`src/lmc_pkg.sv`:
```
// Package for the lane output muting control block: register map, field layout, reset values.
// Assumes an APB slave with 32-bit data, one register per aligned word.
package lmc_pkg;
  localparam int LANES = 8;
  // Offsets are word indices, not byte addresses; byte address = 4 * index
  localparam logic [7:0] IDX_TX_IN_INVERT     = 8'h81;
  localparam logic [7:0] IDX_TX_OUT_OFF       = 8'h82;
  localparam logic [7:0] IDX_TX_AUTO_MUTE_OFF = 8'h83;
  localparam logic [7:0] IDX_TX_OUT_MUTE_FRC  = 8'h84;
  localparam logic [7:0] IDX_TX_EQ_ADAPT_HOLD = 8'h86;
  localparam logic [7:0] IDX_TX_EQ_SAVE_LO    = 8'h87;
  localparam logic [7:0] IDX_TX_EQ_SAVE_HI    = 8'h88;
  localparam logic [7:0] IDX_RX_OUT_INVERT    = 8'h89;
  // Extra registers for controls and status that have no byte of their own
  localparam logic [7:0] IDX_RX_OUT_OFF       = 8'hA0;
  localparam logic [7:0] IDX_RX_AUTO_MUTE_OFF = 8'hA1;
  localparam logic [7:0] IDX_TX_MUTE_STATUS   = 8'hA2;
  localparam logic [7:0] IDX_RX_MUTE_STATUS   = 8'hA3;
  localparam logic [7:0] IDX_EQ_SAVE_COUNT    = 8'hA4;
  localparam logic [7:0] RST_BYTE             = 8'h00;
  // Save slot codes
  localparam logic [1:0] EQ_SLOT_ONE = 2'h1;
  localparam logic [1:0] EQ_SLOT_TWO = 2'h2;
  localparam int         SLOT_W      = 2;
endpackage

```
`src/lmc_sync.sv`:
```
// Two-flop synchroniser for a vector of level inputs.
// Assumes inputs are levels from outside the pclk domain.
`timescale 1ns/1ps
module lmc_sync #(
  parameter int W = 8
) (
  input  wire logic         pclk,
  input  wire logic         presetn,
  input  wire logic [W-1:0] async_in,
  output logic      [W-1:0] sync_out
);
  logic [W-1:0] meta_q;
  logic [W-1:0] meta_d;
  logic [W-1:0] sync_q;
  logic [W-1:0] sync_d;

  // First stage feeds only the second stage
  always_comb begin
    meta_d = async_in;
    sync_d = meta_q;
  end

  always_ff @(posedge pclk or negedge presetn) begin
    if (!presetn) begin
      meta_q <= '0;
      sync_q <= '0;
    end else begin
      meta_q <= meta_d;
      sync_q <= sync_d;
    end
  end

  assign sync_out = sync_q;
endmodule

```
`src/lmc_rx_route.sv`:
```
// Maps media input loss flags onto receive output lanes.
// Assumes a lane map input: entry k names the input lane feeding output lane k.
`timescale 1ns/1ps
module lmc_rx_route #(
  parameter int LANES = 8
) (
  input  wire logic [LANES-1:0]               in_lost,
  input  wire logic [LANES*$clog2(LANES)-1:0] lane_map,
  output logic      [LANES-1:0]               out_lost
);
  localparam int SW = $clog2(LANES);

  // One input may fan out to several outputs
  for (genvar k = 0; k < LANES; k++) begin : g_map
    assign out_lost[k] = in_lost[lane_map[k*SW +: SW]];
  end
endmodule

```
`src/lmc_top.sv`:
```
// Functional notes
// Tx output muted when disabled or squelched; disable decides behaviour when both.
// Disabled electrical Tx output is held quiescent.
// Tx disable follows host; data path state machine may hold it disabled.
// While Tx disabled, forced and automatic squelch are masked.
// Tx squelch on host force or automatically when host input unsuitable.
// Automatic Tx squelch may be absent for np application class.
// Host can switch each lane's automatic squelch controller off.
// Rx output muted by disable or squelch alone, no precedence.
// Rx disable comes only from host; disabled Rx output held quiescent.
// Rx output squelched when its mapped media input lane reports signal lost.
// Rx squelch held until valid input and resources ready.
// No host force of Rx squelch; only internal controller.
// Host should set equal auto-squelch settings within one data path.
// Per-lane control freezes host-side input equalizer adaptation.
// Per-lane command saves current equalizer setting for later recall.
// Per-lane host control inverts Rx output polarity.
// Tx input invert byte: bit k-1 is lane k, 1 inverts.
// Tx output disable byte: bit k-1 is media lane k, 1 disables.
// Tx squelch force byte: 1 forces squelch, 0 no effect.
// Tx auto squelch disable byte: 1 turns automatic squelch off.
// Equalizer save field: 01 slot one, 10 slot two, 00 and 11 reserved.
// Rx output polarity byte: 1 inverts lane polarity.
//
// Top of the lane output muting control: APB register file plus per-lane mute logic.
// Assumes APB master on pclk; pin status inputs are asynchronous and synchronised here.
`timescale 1ns/1ps
module lmc_top #(
  parameter int LANES   = lmc_pkg::LANES,
  parameter bit AUTO_TX = 1'b1
) (
  input  wire logic                           pclk,
  input  wire logic                           presetn,
  input  wire logic                           psel,
  input  wire logic                           penable,
  input  wire logic                           pwrite,
  input  wire logic [11:0]                    paddr,
  input  wire logic [31:0]                    pwdata,
  output logic      [31:0]                    prdata,
  output logic                                pready,
  output logic                                pslverr,
  input  wire logic [LANES-1:0]               dp_hold_off,
  input  wire logic [LANES-1:0]               tx_in_unsuitable,
  input  wire logic [LANES-1:0]               rx_signal_lost,
  input  wire logic [LANES-1:0]               rx_res_ready,
  input  wire logic [LANES*$clog2(LANES)-1:0] rx_lane_map,
  output logic      [LANES-1:0]               tx_out_quiet,
  output logic      [LANES-1:0]               tx_out_off_o,
  output logic      [LANES-1:0]               tx_out_mute_o,
  output logic      [LANES-1:0]               tx_in_invert_o,
  output logic      [LANES-1:0]               tx_eq_adapt_hold_o,
  output logic      [LANES-1:0]               tx_eq_save_slot1,
  output logic      [LANES-1:0]               tx_eq_save_slot2,
  output logic      [LANES-1:0]               rx_out_quiet,
  output logic      [LANES-1:0]               rx_out_off_o,
  output logic      [LANES-1:0]               rx_out_mute_o,
  output logic      [LANES-1:0]               rx_out_invert_o
);
  localparam int SW = lmc_pkg::SLOT_W;

  if (LANES != 8) begin : g_chk
    $error("lmc_top serves exactly eight lanes per bank");
  end

  // Control registers
  logic [LANES-1:0] tx_in_invert_q, tx_in_invert_d;
  logic [LANES-1:0] tx_out_off_q, tx_out_off_d;
  logic [LANES-1:0] tx_auto_mute_off_q, tx_auto_mute_off_d;
  logic [LANES-1:0] tx_out_mute_force_q, tx_out_mute_force_d;
  logic [LANES-1:0] tx_eq_adapt_hold_q, tx_eq_adapt_hold_d;
  logic [LANES-1:0] rx_out_invert_q, rx_out_invert_d;
  logic [LANES-1:0] rx_out_off_q, rx_out_off_d;
  logic [LANES-1:0] rx_auto_mute_off_q, rx_auto_mute_off_d;
  logic [LANES-1:0] save1_q, save1_d;
  logic [LANES-1:0] save2_q, save2_d;
  logic [7:0]       save_cnt_q, save_cnt_d;
  logic [31:0]      prdata_q, prdata_d;
  logic             pslverr_q, pslverr_d;
  logic             pready_q, pready_d;

  // Lane outputs
  logic [LANES-1:0] tx_quiet_q, tx_quiet_d;
  logic [LANES-1:0] tx_off_q, tx_off_d;
  logic [LANES-1:0] tx_mute_q, tx_mute_d;
  logic [LANES-1:0] rx_quiet_q, rx_quiet_d;
  logic [LANES-1:0] rx_mute_q, rx_mute_d;
  logic [LANES-1:0] rx_off_q, rx_off_d;

  // Synchronised pin levels
  logic [LANES-1:0] dp_hold_s, tx_unsuit_s, rx_lost_s, rx_unready_s;
  logic [LANES-1:0] rx_lost_mapped;

  // Ready travels inverted: a cleared synchroniser must not fake a not-ready squelch after reset
  lmc_sync #(.W(4*LANES)) u_sync (
    .pclk     (pclk),
    .presetn  (presetn),
    .async_in ({dp_hold_off, tx_in_unsuitable, rx_signal_lost, ~rx_res_ready}),
    .sync_out ({dp_hold_s, tx_unsuit_s, rx_lost_s, rx_unready_s})
  );

  lmc_rx_route #(.LANES(LANES)) u_route (
    .in_lost  (rx_lost_s),
    .lane_map (rx_lane_map),
    .out_lost (rx_lost_mapped)
  );

  // Word index decode, shared by read and write paths
  function automatic logic [7:0] word_idx(input logic [11:0] a);
    return a[9:2];
  endfunction

  // Save field decode; reserved codes give no save
  function automatic logic save_hit(input logic [1:0] f, input logic [1:0] code);
    return f == code;
  endfunction

  logic       acc;
  logic [7:0] idx;
  assign acc = psel && penable && !pready_q;
  assign idx = word_idx(paddr);

  // APB register file; one wait state, answer in the cycle after the access phase starts
  always_comb begin
    tx_in_invert_d      = tx_in_invert_q;
    tx_out_off_d        = tx_out_off_q;
    tx_auto_mute_off_d  = tx_auto_mute_off_q;
    tx_out_mute_force_d = tx_out_mute_force_q;
    tx_eq_adapt_hold_d  = tx_eq_adapt_hold_q;
    rx_out_invert_d     = rx_out_invert_q;
    rx_out_off_d        = rx_out_off_q;
    rx_auto_mute_off_d  = rx_auto_mute_off_q;
    save1_d             = '0;
    save2_d             = '0;
    save_cnt_d          = save_cnt_q;
    prdata_d            = prdata_q;
    pslverr_d           = 1'b0;
    pready_d            = acc;
    if (acc && pwrite) begin
      unique case (idx)
        lmc_pkg::IDX_TX_IN_INVERT:     tx_in_invert_d      = pwdata[LANES-1:0];
        lmc_pkg::IDX_TX_OUT_OFF:       tx_out_off_d        = pwdata[LANES-1:0];
        lmc_pkg::IDX_TX_AUTO_MUTE_OFF: tx_auto_mute_off_d  = pwdata[LANES-1:0];
        lmc_pkg::IDX_TX_OUT_MUTE_FRC:  tx_out_mute_force_d = pwdata[LANES-1:0];
        lmc_pkg::IDX_TX_EQ_ADAPT_HOLD: tx_eq_adapt_hold_d  = pwdata[LANES-1:0];
        lmc_pkg::IDX_RX_OUT_INVERT:    rx_out_invert_d     = pwdata[LANES-1:0];
        lmc_pkg::IDX_RX_OUT_OFF:       rx_out_off_d        = pwdata[LANES-1:0];
        lmc_pkg::IDX_RX_AUTO_MUTE_OFF: rx_auto_mute_off_d  = pwdata[LANES-1:0];
        lmc_pkg::IDX_TX_EQ_SAVE_LO: begin
          // Write-only command; lanes 1..4 live in the low byte
          for (int k = 0; k < 4; k++) begin
            save1_d[k] = save_hit(pwdata[k*SW +: SW], lmc_pkg::EQ_SLOT_ONE);
            save2_d[k] = save_hit(pwdata[k*SW +: SW], lmc_pkg::EQ_SLOT_TWO);
          end
          save_cnt_d = save_cnt_q + 8'h01;
        end
        lmc_pkg::IDX_TX_EQ_SAVE_HI: begin
          for (int k = 0; k < 4; k++) begin
            save1_d[k+4] = save_hit(pwdata[k*SW +: SW], lmc_pkg::EQ_SLOT_ONE);
            save2_d[k+4] = save_hit(pwdata[k*SW +: SW], lmc_pkg::EQ_SLOT_TWO);
          end
          save_cnt_d = save_cnt_q + 8'h01;
        end
        lmc_pkg::IDX_TX_MUTE_STATUS,
        lmc_pkg::IDX_RX_MUTE_STATUS,
        lmc_pkg::IDX_EQ_SAVE_COUNT: pslverr_d = 1'b1; // Read-only
        default: pslverr_d = 1'b1;
      endcase
      // No register exists to force Rx squelch

    end else if (acc) begin
      prdata_d = 32'h0000_0000;
      unique case (idx)
        lmc_pkg::IDX_TX_IN_INVERT:     prdata_d[LANES-1:0] = tx_in_invert_q;
        lmc_pkg::IDX_TX_OUT_OFF:       prdata_d[LANES-1:0] = tx_out_off_q;
        lmc_pkg::IDX_TX_AUTO_MUTE_OFF: prdata_d[LANES-1:0] = tx_auto_mute_off_q;
        lmc_pkg::IDX_TX_OUT_MUTE_FRC:  prdata_d[LANES-1:0] = tx_out_mute_force_q;
        lmc_pkg::IDX_TX_EQ_ADAPT_HOLD: prdata_d[LANES-1:0] = tx_eq_adapt_hold_q;
        lmc_pkg::IDX_TX_EQ_SAVE_LO,
        lmc_pkg::IDX_TX_EQ_SAVE_HI:    prdata_d[7:0] = lmc_pkg::RST_BYTE; // Write-only reads zero
        lmc_pkg::IDX_RX_OUT_INVERT:    prdata_d[LANES-1:0] = rx_out_invert_q;
        lmc_pkg::IDX_RX_OUT_OFF:       prdata_d[LANES-1:0] = rx_out_off_q;
        lmc_pkg::IDX_RX_AUTO_MUTE_OFF: prdata_d[LANES-1:0] = rx_auto_mute_off_q;
        lmc_pkg::IDX_TX_MUTE_STATUS:   prdata_d[15:0] = {tx_off_q, tx_mute_q};
        lmc_pkg::IDX_RX_MUTE_STATUS:   prdata_d[15:0] = {rx_out_off_q, rx_mute_q};
        lmc_pkg::IDX_EQ_SAVE_COUNT:    prdata_d[7:0] = save_cnt_q;
        default:                       pslverr_d = 1'b1;
      endcase
    end
  end

  always_ff @(posedge pclk or negedge presetn) begin
    if (!presetn) begin
      tx_in_invert_q      <= '0;
      tx_out_off_q        <= '0;
      tx_auto_mute_off_q  <= '0;
      tx_out_mute_force_q <= '0;
      tx_eq_adapt_hold_q  <= '0;
      rx_out_invert_q     <= '0;
      rx_out_off_q        <= '0;
      rx_auto_mute_off_q  <= '0;
      save1_q             <= '0;
      save2_q             <= '0;
      save_cnt_q          <= 8'h00;
      prdata_q            <= 32'h0000_0000;
      pslverr_q           <= 1'b0;
      pready_q            <= 1'b0;
    end else begin
      tx_in_invert_q      <= tx_in_invert_d;
      tx_out_off_q        <= tx_out_off_d;
      tx_auto_mute_off_q  <= tx_auto_mute_off_d;
      tx_out_mute_force_q <= tx_out_mute_force_d;
      tx_eq_adapt_hold_q  <= tx_eq_adapt_hold_d;
      rx_out_invert_q     <= rx_out_invert_d;
      rx_out_off_q        <= rx_out_off_d;
      rx_auto_mute_off_q  <= rx_auto_mute_off_d;
      save1_q             <= save1_d;
      save2_q             <= save2_d;
      save_cnt_q          <= save_cnt_d;
      prdata_q            <= prdata_d;
      pslverr_q           <= pslverr_d;
      pready_q            <= pready_d;
    end
  end

  // Per-lane muting; outputs lag register writes by one cycle
  always_comb begin
    for (int k = 0; k < LANES; k++) begin
      // Host bit or data path hold keeps output disabled
      tx_off_d[k] = tx_out_off_q[k] || dp_hold_s[k];
      // Automatic squelch only when built and not switched off
      tx_mute_d[k] = !tx_off_d[k] &&
                     (tx_out_mute_force_q[k] ||
                      (AUTO_TX && !tx_auto_mute_off_q[k] && tx_unsuit_s[k]));
      // Disable wins; quiet either way
      tx_quiet_d[k] = tx_off_d[k] || tx_mute_d[k];
      // Squelch until input valid and resources ready
      rx_mute_d[k] = !rx_auto_mute_off_q[k] && (rx_lost_mapped[k] || rx_unready_s[k]);
      // Disable staged like the quiet flag so both move in the same cycle
      rx_off_d[k]   = rx_out_off_q[k];
      rx_quiet_d[k] = rx_out_off_q[k] || rx_mute_d[k];
    end
  end

  always_ff @(posedge pclk or negedge presetn) begin
    if (!presetn) begin
      tx_off_q   <= '0;
      tx_mute_q  <= '0;
      tx_quiet_q <= '0;
      rx_mute_q  <= '0;
      rx_off_q   <= '0;
      rx_quiet_q <= '0;
    end else begin
      tx_off_q   <= tx_off_d;
      tx_mute_q  <= tx_mute_d;
      tx_quiet_q <= tx_quiet_d;
      rx_mute_q  <= rx_mute_d;
      rx_off_q   <= rx_off_d;
      rx_quiet_q <= rx_quiet_d;
    end
  end

  // Port drive, all from flip-flops
  assign prdata             = prdata_q;
  assign pready             = pready_q;
  assign pslverr            = pslverr_q;
  assign tx_out_quiet       = tx_quiet_q;
  assign tx_out_off_o       = tx_off_q;
  assign tx_out_mute_o      = tx_mute_q;
  assign tx_in_invert_o     = tx_in_invert_q;
  assign tx_eq_adapt_hold_o = tx_eq_adapt_hold_q;
  assign tx_eq_save_slot1   = save1_q;
  assign tx_eq_save_slot2   = save2_q;
  assign rx_out_quiet       = rx_quiet_q;
  assign rx_out_off_o       = rx_off_q;
  assign rx_out_mute_o      = rx_mute_q;
  assign rx_out_invert_o    = rx_out_invert_q;
endmodule

```
`config.mk`:
```
export PLATFORM = sky130hd
export DESIGN_NAME = lmc_top
export DESIGN_NICKNAME = d
export VERILOG_FILES = /design/src/lmc_pkg.sv /design/src/lmc_sync.sv /design/src/lmc_rx_route.sv /design/src/lmc_top.sv
export SDC_FILE = /design/constraint.sdc
export NUM_CORES = 1
export LEC_CHECK = 0
export ABC_AREA = 1
export BUFFER_PORTS_ARGS = -buffer_cell sky130_fd_sc_hd__buf_4
export CAP_MARGIN = 20
export CORE_MARGIN = 3
export CORE_UTILIZATION = 57
export DETAILED_ROUTE_END_ITERATION = 7
export PLACE_DENSITY = 0.95
export SLEW_MARGIN = 20
export SYNTH_ARGS = -nofsm -noshare
export SYNTH_HDL_FRONTEND = slang
export SYNTH_SLANG_ARGS = --single-unit
```
`constraint.sdc`:
```
create_clock -name pclk -period 2.1 [get_ports pclk]
set_input_delay 0 -clock pclk [delete_from_list [all_inputs] [get_ports pclk]]
set_output_delay 0 -clock pclk [all_outputs]
set_load 0.01 [all_outputs]
```
==> key figures <==
Outcome
  • Outcome: complete, but fails checks
  • Failing checks: DRC

Power and ir drop
  • Max VDD drop: 1.01 mV
  • Design Power: 0.00971 W
  • Pwr/cell area: 811 nW/um2
  • Leak: 6.03 nW

Timing
  • Minimum clock period after layout: 2.06 ns
  • Fmax achieved: 0.484 GHz
  • Setup TNS: 0 ns
  • Final Skew: 0.0295 ns
  • Final Hold Viols: 0
  • Worst Tran Pin Value: 0.604 ns
  • Final period util: 98.3%
  • Max transition margin: 59.7%
  • Final setup vio count: 0
  • Final Max Slew Viols: 0
  • RSZ-0062 raised after global routing: no
  • Fin Hold WS: 0.0237 ns

Clock network
  • Clk Latency, worst-skew pair: 0.52 ns
  • CTS Root Buffer Type: clkbuf_16
  • Cts bufs inserted: 22
  • TritonCTS clock tree: built
  • Post-CTS Setup Bufs: 0
  • CTS Buffer Depth: 3
  • Clock sinks: 218
  • H-Tree Depth: 1
  • Worst-path clk slew: 0.07 ns

Critical path
  • CP Max Fanout: 14
  • Crit-path leading delay family: buffers and inverters
  • Worst R2R Setup Slack: 0.17 ns
  • End of the critical path: pslverr
  • Crit path launch: paddr[5]
  • Worst endpoint required time: 2.50 ns
  • R2r startpoint: pready
  • Reg2reg end: rx_auto_mute_off_q[1]
  • Register-to-Register Path Depth: 5
  • Data arrival, critical path: 2.47 ns
  • Slowest cell on crit path: dlygate4sd3_1
  • Critical path cell sequence: dlygate4sd3_1 > buf_4 > inv_1 > nand2_2 > nor2_4 > nand2_2 > inv_2 > nor2_1 > nand4_1 > dlygate4sd3_1 > nand2_1
  • Sum of buffers and inverters on the critical path: 5
  • CP max stage delay: 0.56 ns
  • Startpoint types: input port
  • CP Depth: 11
  • Crit end category: register
  • CP Class: input port to register

Final layout
  • Total Nets Final: 1334
  • # diodes: 0
  • Area grow syn2layout: 32.4%
  • Most frequent cells in the layout: nand2_1 (239), dfrtp_1 (218), buf_4 (193), nand3_1 (97), inv_1 (92)
  • Fin area: 12000 um2
  • Fin cells: 1455
  • Commonest non-fill, non-tap cell in the layout: nand2_1
  • Filler instances: 879
  • Share of cells above drive strength 1: 22.6%

Floorplanning
  • Die Area: 17400 um2
  • Starting density of the core: 58.8%
  • Die Height: 132 um
  • Die W: 132 um
  • FP Rows: 45
  • IO Count: 227
  • Total core area: 15400 um2

Synth
  • YS warnings: 0
  • Mean Syn Cell Area: 9.22 um2
  • Cell variety after synth: 29
  • Syn Inst Count: 981
  • Syn Std Cell Area: 9040 um2
  • Seq cells post-synth: 218
  • Sequential area share after synthesis: 60.3%

Place
  • DP HPWL: 18100 um
  • Cell area after placement: 10600 um2
  • Placed cells: 1360
  • Gpl congestion: 0.971
  • Buffers added on ports: 182

Flow run
  • Max_cap viols: 0

Hold path
  • Min-Delay Path Class: input port to register
  • Hold Path Origin: rx_lane_map[7]

Global route
  • Initial antenna violation count: 0
  • First-pass GRT wire length: 46100 um
  • Largest net degree at the start of global routing: 70
  • Vias in the first global route: 8726
  • GR Util All Layers: 33.4%
  • Overflow after GRT: 0

Drt
  • First DRT Iteration DRCs: 1326
  • Post-Route WL: 29500 um
  • Vias per cell: 5.96
  • Drt first pass iters: 8
  • WL per Instance: 20.3 um
  • Post-route ant nets: 0
  • Vias: 8670
  • DRC viols: 3
flip-flops by register name, summed over array words and instances, names as in the netlist:
| signal | flops |
|---|---|
| prdata | 16 |
| pready | 1 |
| pslverr | 1 |
| rx_auto_mute_off_q | 8 |
| rx_off_d | 8 |
| rx_out_invert_o | 8 |
| rx_out_mute_o | 8 |
| rx_out_off_o | 8 |
| rx_out_quiet | 8 |
| save_cnt_q | 8 |
| tx_auto_mute_off_q | 8 |
| tx_eq_adapt_hold_o | 8 |
| tx_eq_save_slot1 | 8 |
| tx_eq_save_slot2 | 8 |
| tx_in_invert_o | 8 |
| tx_out_mute_force_q | 8 |
| tx_out_mute_o | 8 |
| tx_out_off_o | 8 |
| tx_out_off_q | 8 |
| tx_out_quiet | 8 |
| u_sync.meta_q | 32 |
| u_sync.sync_out | 32 |
metal layers:
metal | vias to the layer above | track usage, % | part of all wire (%)
li1 | 3596 | - | -
met1 | 3981 | 40.1 | 33
met2 | 838 | 52.9 | 46
met3 | 255 | 11.1 | 13
met4 | 0 | 19.8 | 7.5
met5 | - | 0 | 0
per-stage QoR:
stage	util (%)	worst slack, ns
2_1_floorplan	-	0.721
3_3_place_gp	69.0	0.438
3_5_place_dp	69.0	0.319
4_1_cts	77.9	0.0897
5_1_grt	77.9	0.0289
6_report	77.9	0.0351
cells in the mapped netlist (all sizes together):
cell type / number / area share (%)
nand3b: 8 / 0.66
nor2: 94 / 5.0
ha: 1 / 0.14
nor3: 3 / 0.28
a31oi: 8 / 0.55
nand4: 2 / 0.14
xnor2: 2 / 0.19
nand2: 259 / 12
xor2: 5 / 0.48
clkbuf: 5 / 0.21
a21oi: 41 / 2.3
o21ai: 91 / 5.0
nand3: 98 / 5.5
inv: 98 / 4.1
o21bai: 8 / 0.66
conb: 1 / 0.041
dfrtp: 218 / 60
buf: 39 / 3.0
worst reg2reg max path, delay by kind of cell (launching register included):
family	cells	cell delay, ns
flip-flops	1	0.41
AO/OA/AOI/OAI	1	0.34
buffers and inverters	1	0.07
AND/OR/NAND/NOR	3	0.98
layout make-up:
type | instances | area (um2) | share of cell area (%)
Tap cell | 211 | 264 | 2.20
Clock buffer | 28 | 644 | 5.38
Inverter | 98 | 368 | 3.07
Timing Repair Buffer | 252 | 2070 | 17.3
Sequential cell | 218 | 5460 | 45.6
Clock inverter | 12 | 170 | 1.42
Multi-Input combinational cell | 636 | 3000 | 25.0
cell families (layout without fill, tap and decap cells):
group           after synthesis  in the layout  share of synthesized area [%]
fa+ha+maj                     1              1                          0.138
flops                       218            218                           60.3
xor+xnor                      7              7                          0.678
other cells                   1             16                         0.0415
compound gates              148            148                           8.52
simple gates                464            464                           23.0
buf+inv                     142            390                           7.26
worst min-delay path by stage:
stage	end	slack, ns	depth (start not counted)
after global routing	prdata[15]	0.05	5
after CTS	rx_out_mute_o[4]	0.004	6
final	rx_out_mute_o[2]	0.02	6
after global placement	tx_eq_save_slot1[0]	0.05	1
after floorplan	prdata[0]	-0.30	0
after detailed placement	tx_eq_save_slot1[0]	0.05	1
report_power, final:
group          switching, W  internal (W)
clock network       0.00168       0.00267
registers          0.000117       0.00436
logic              0.000500      0.000386
repair_timing:
action / in CTS / in global routing
setup endpoints to repair: 0 / 1
resized for setup: 0 / 3
endpoints found under the hold margin: 236 / 0
hold buffers: 56 / 0
(Power assumes the default switching activity.)
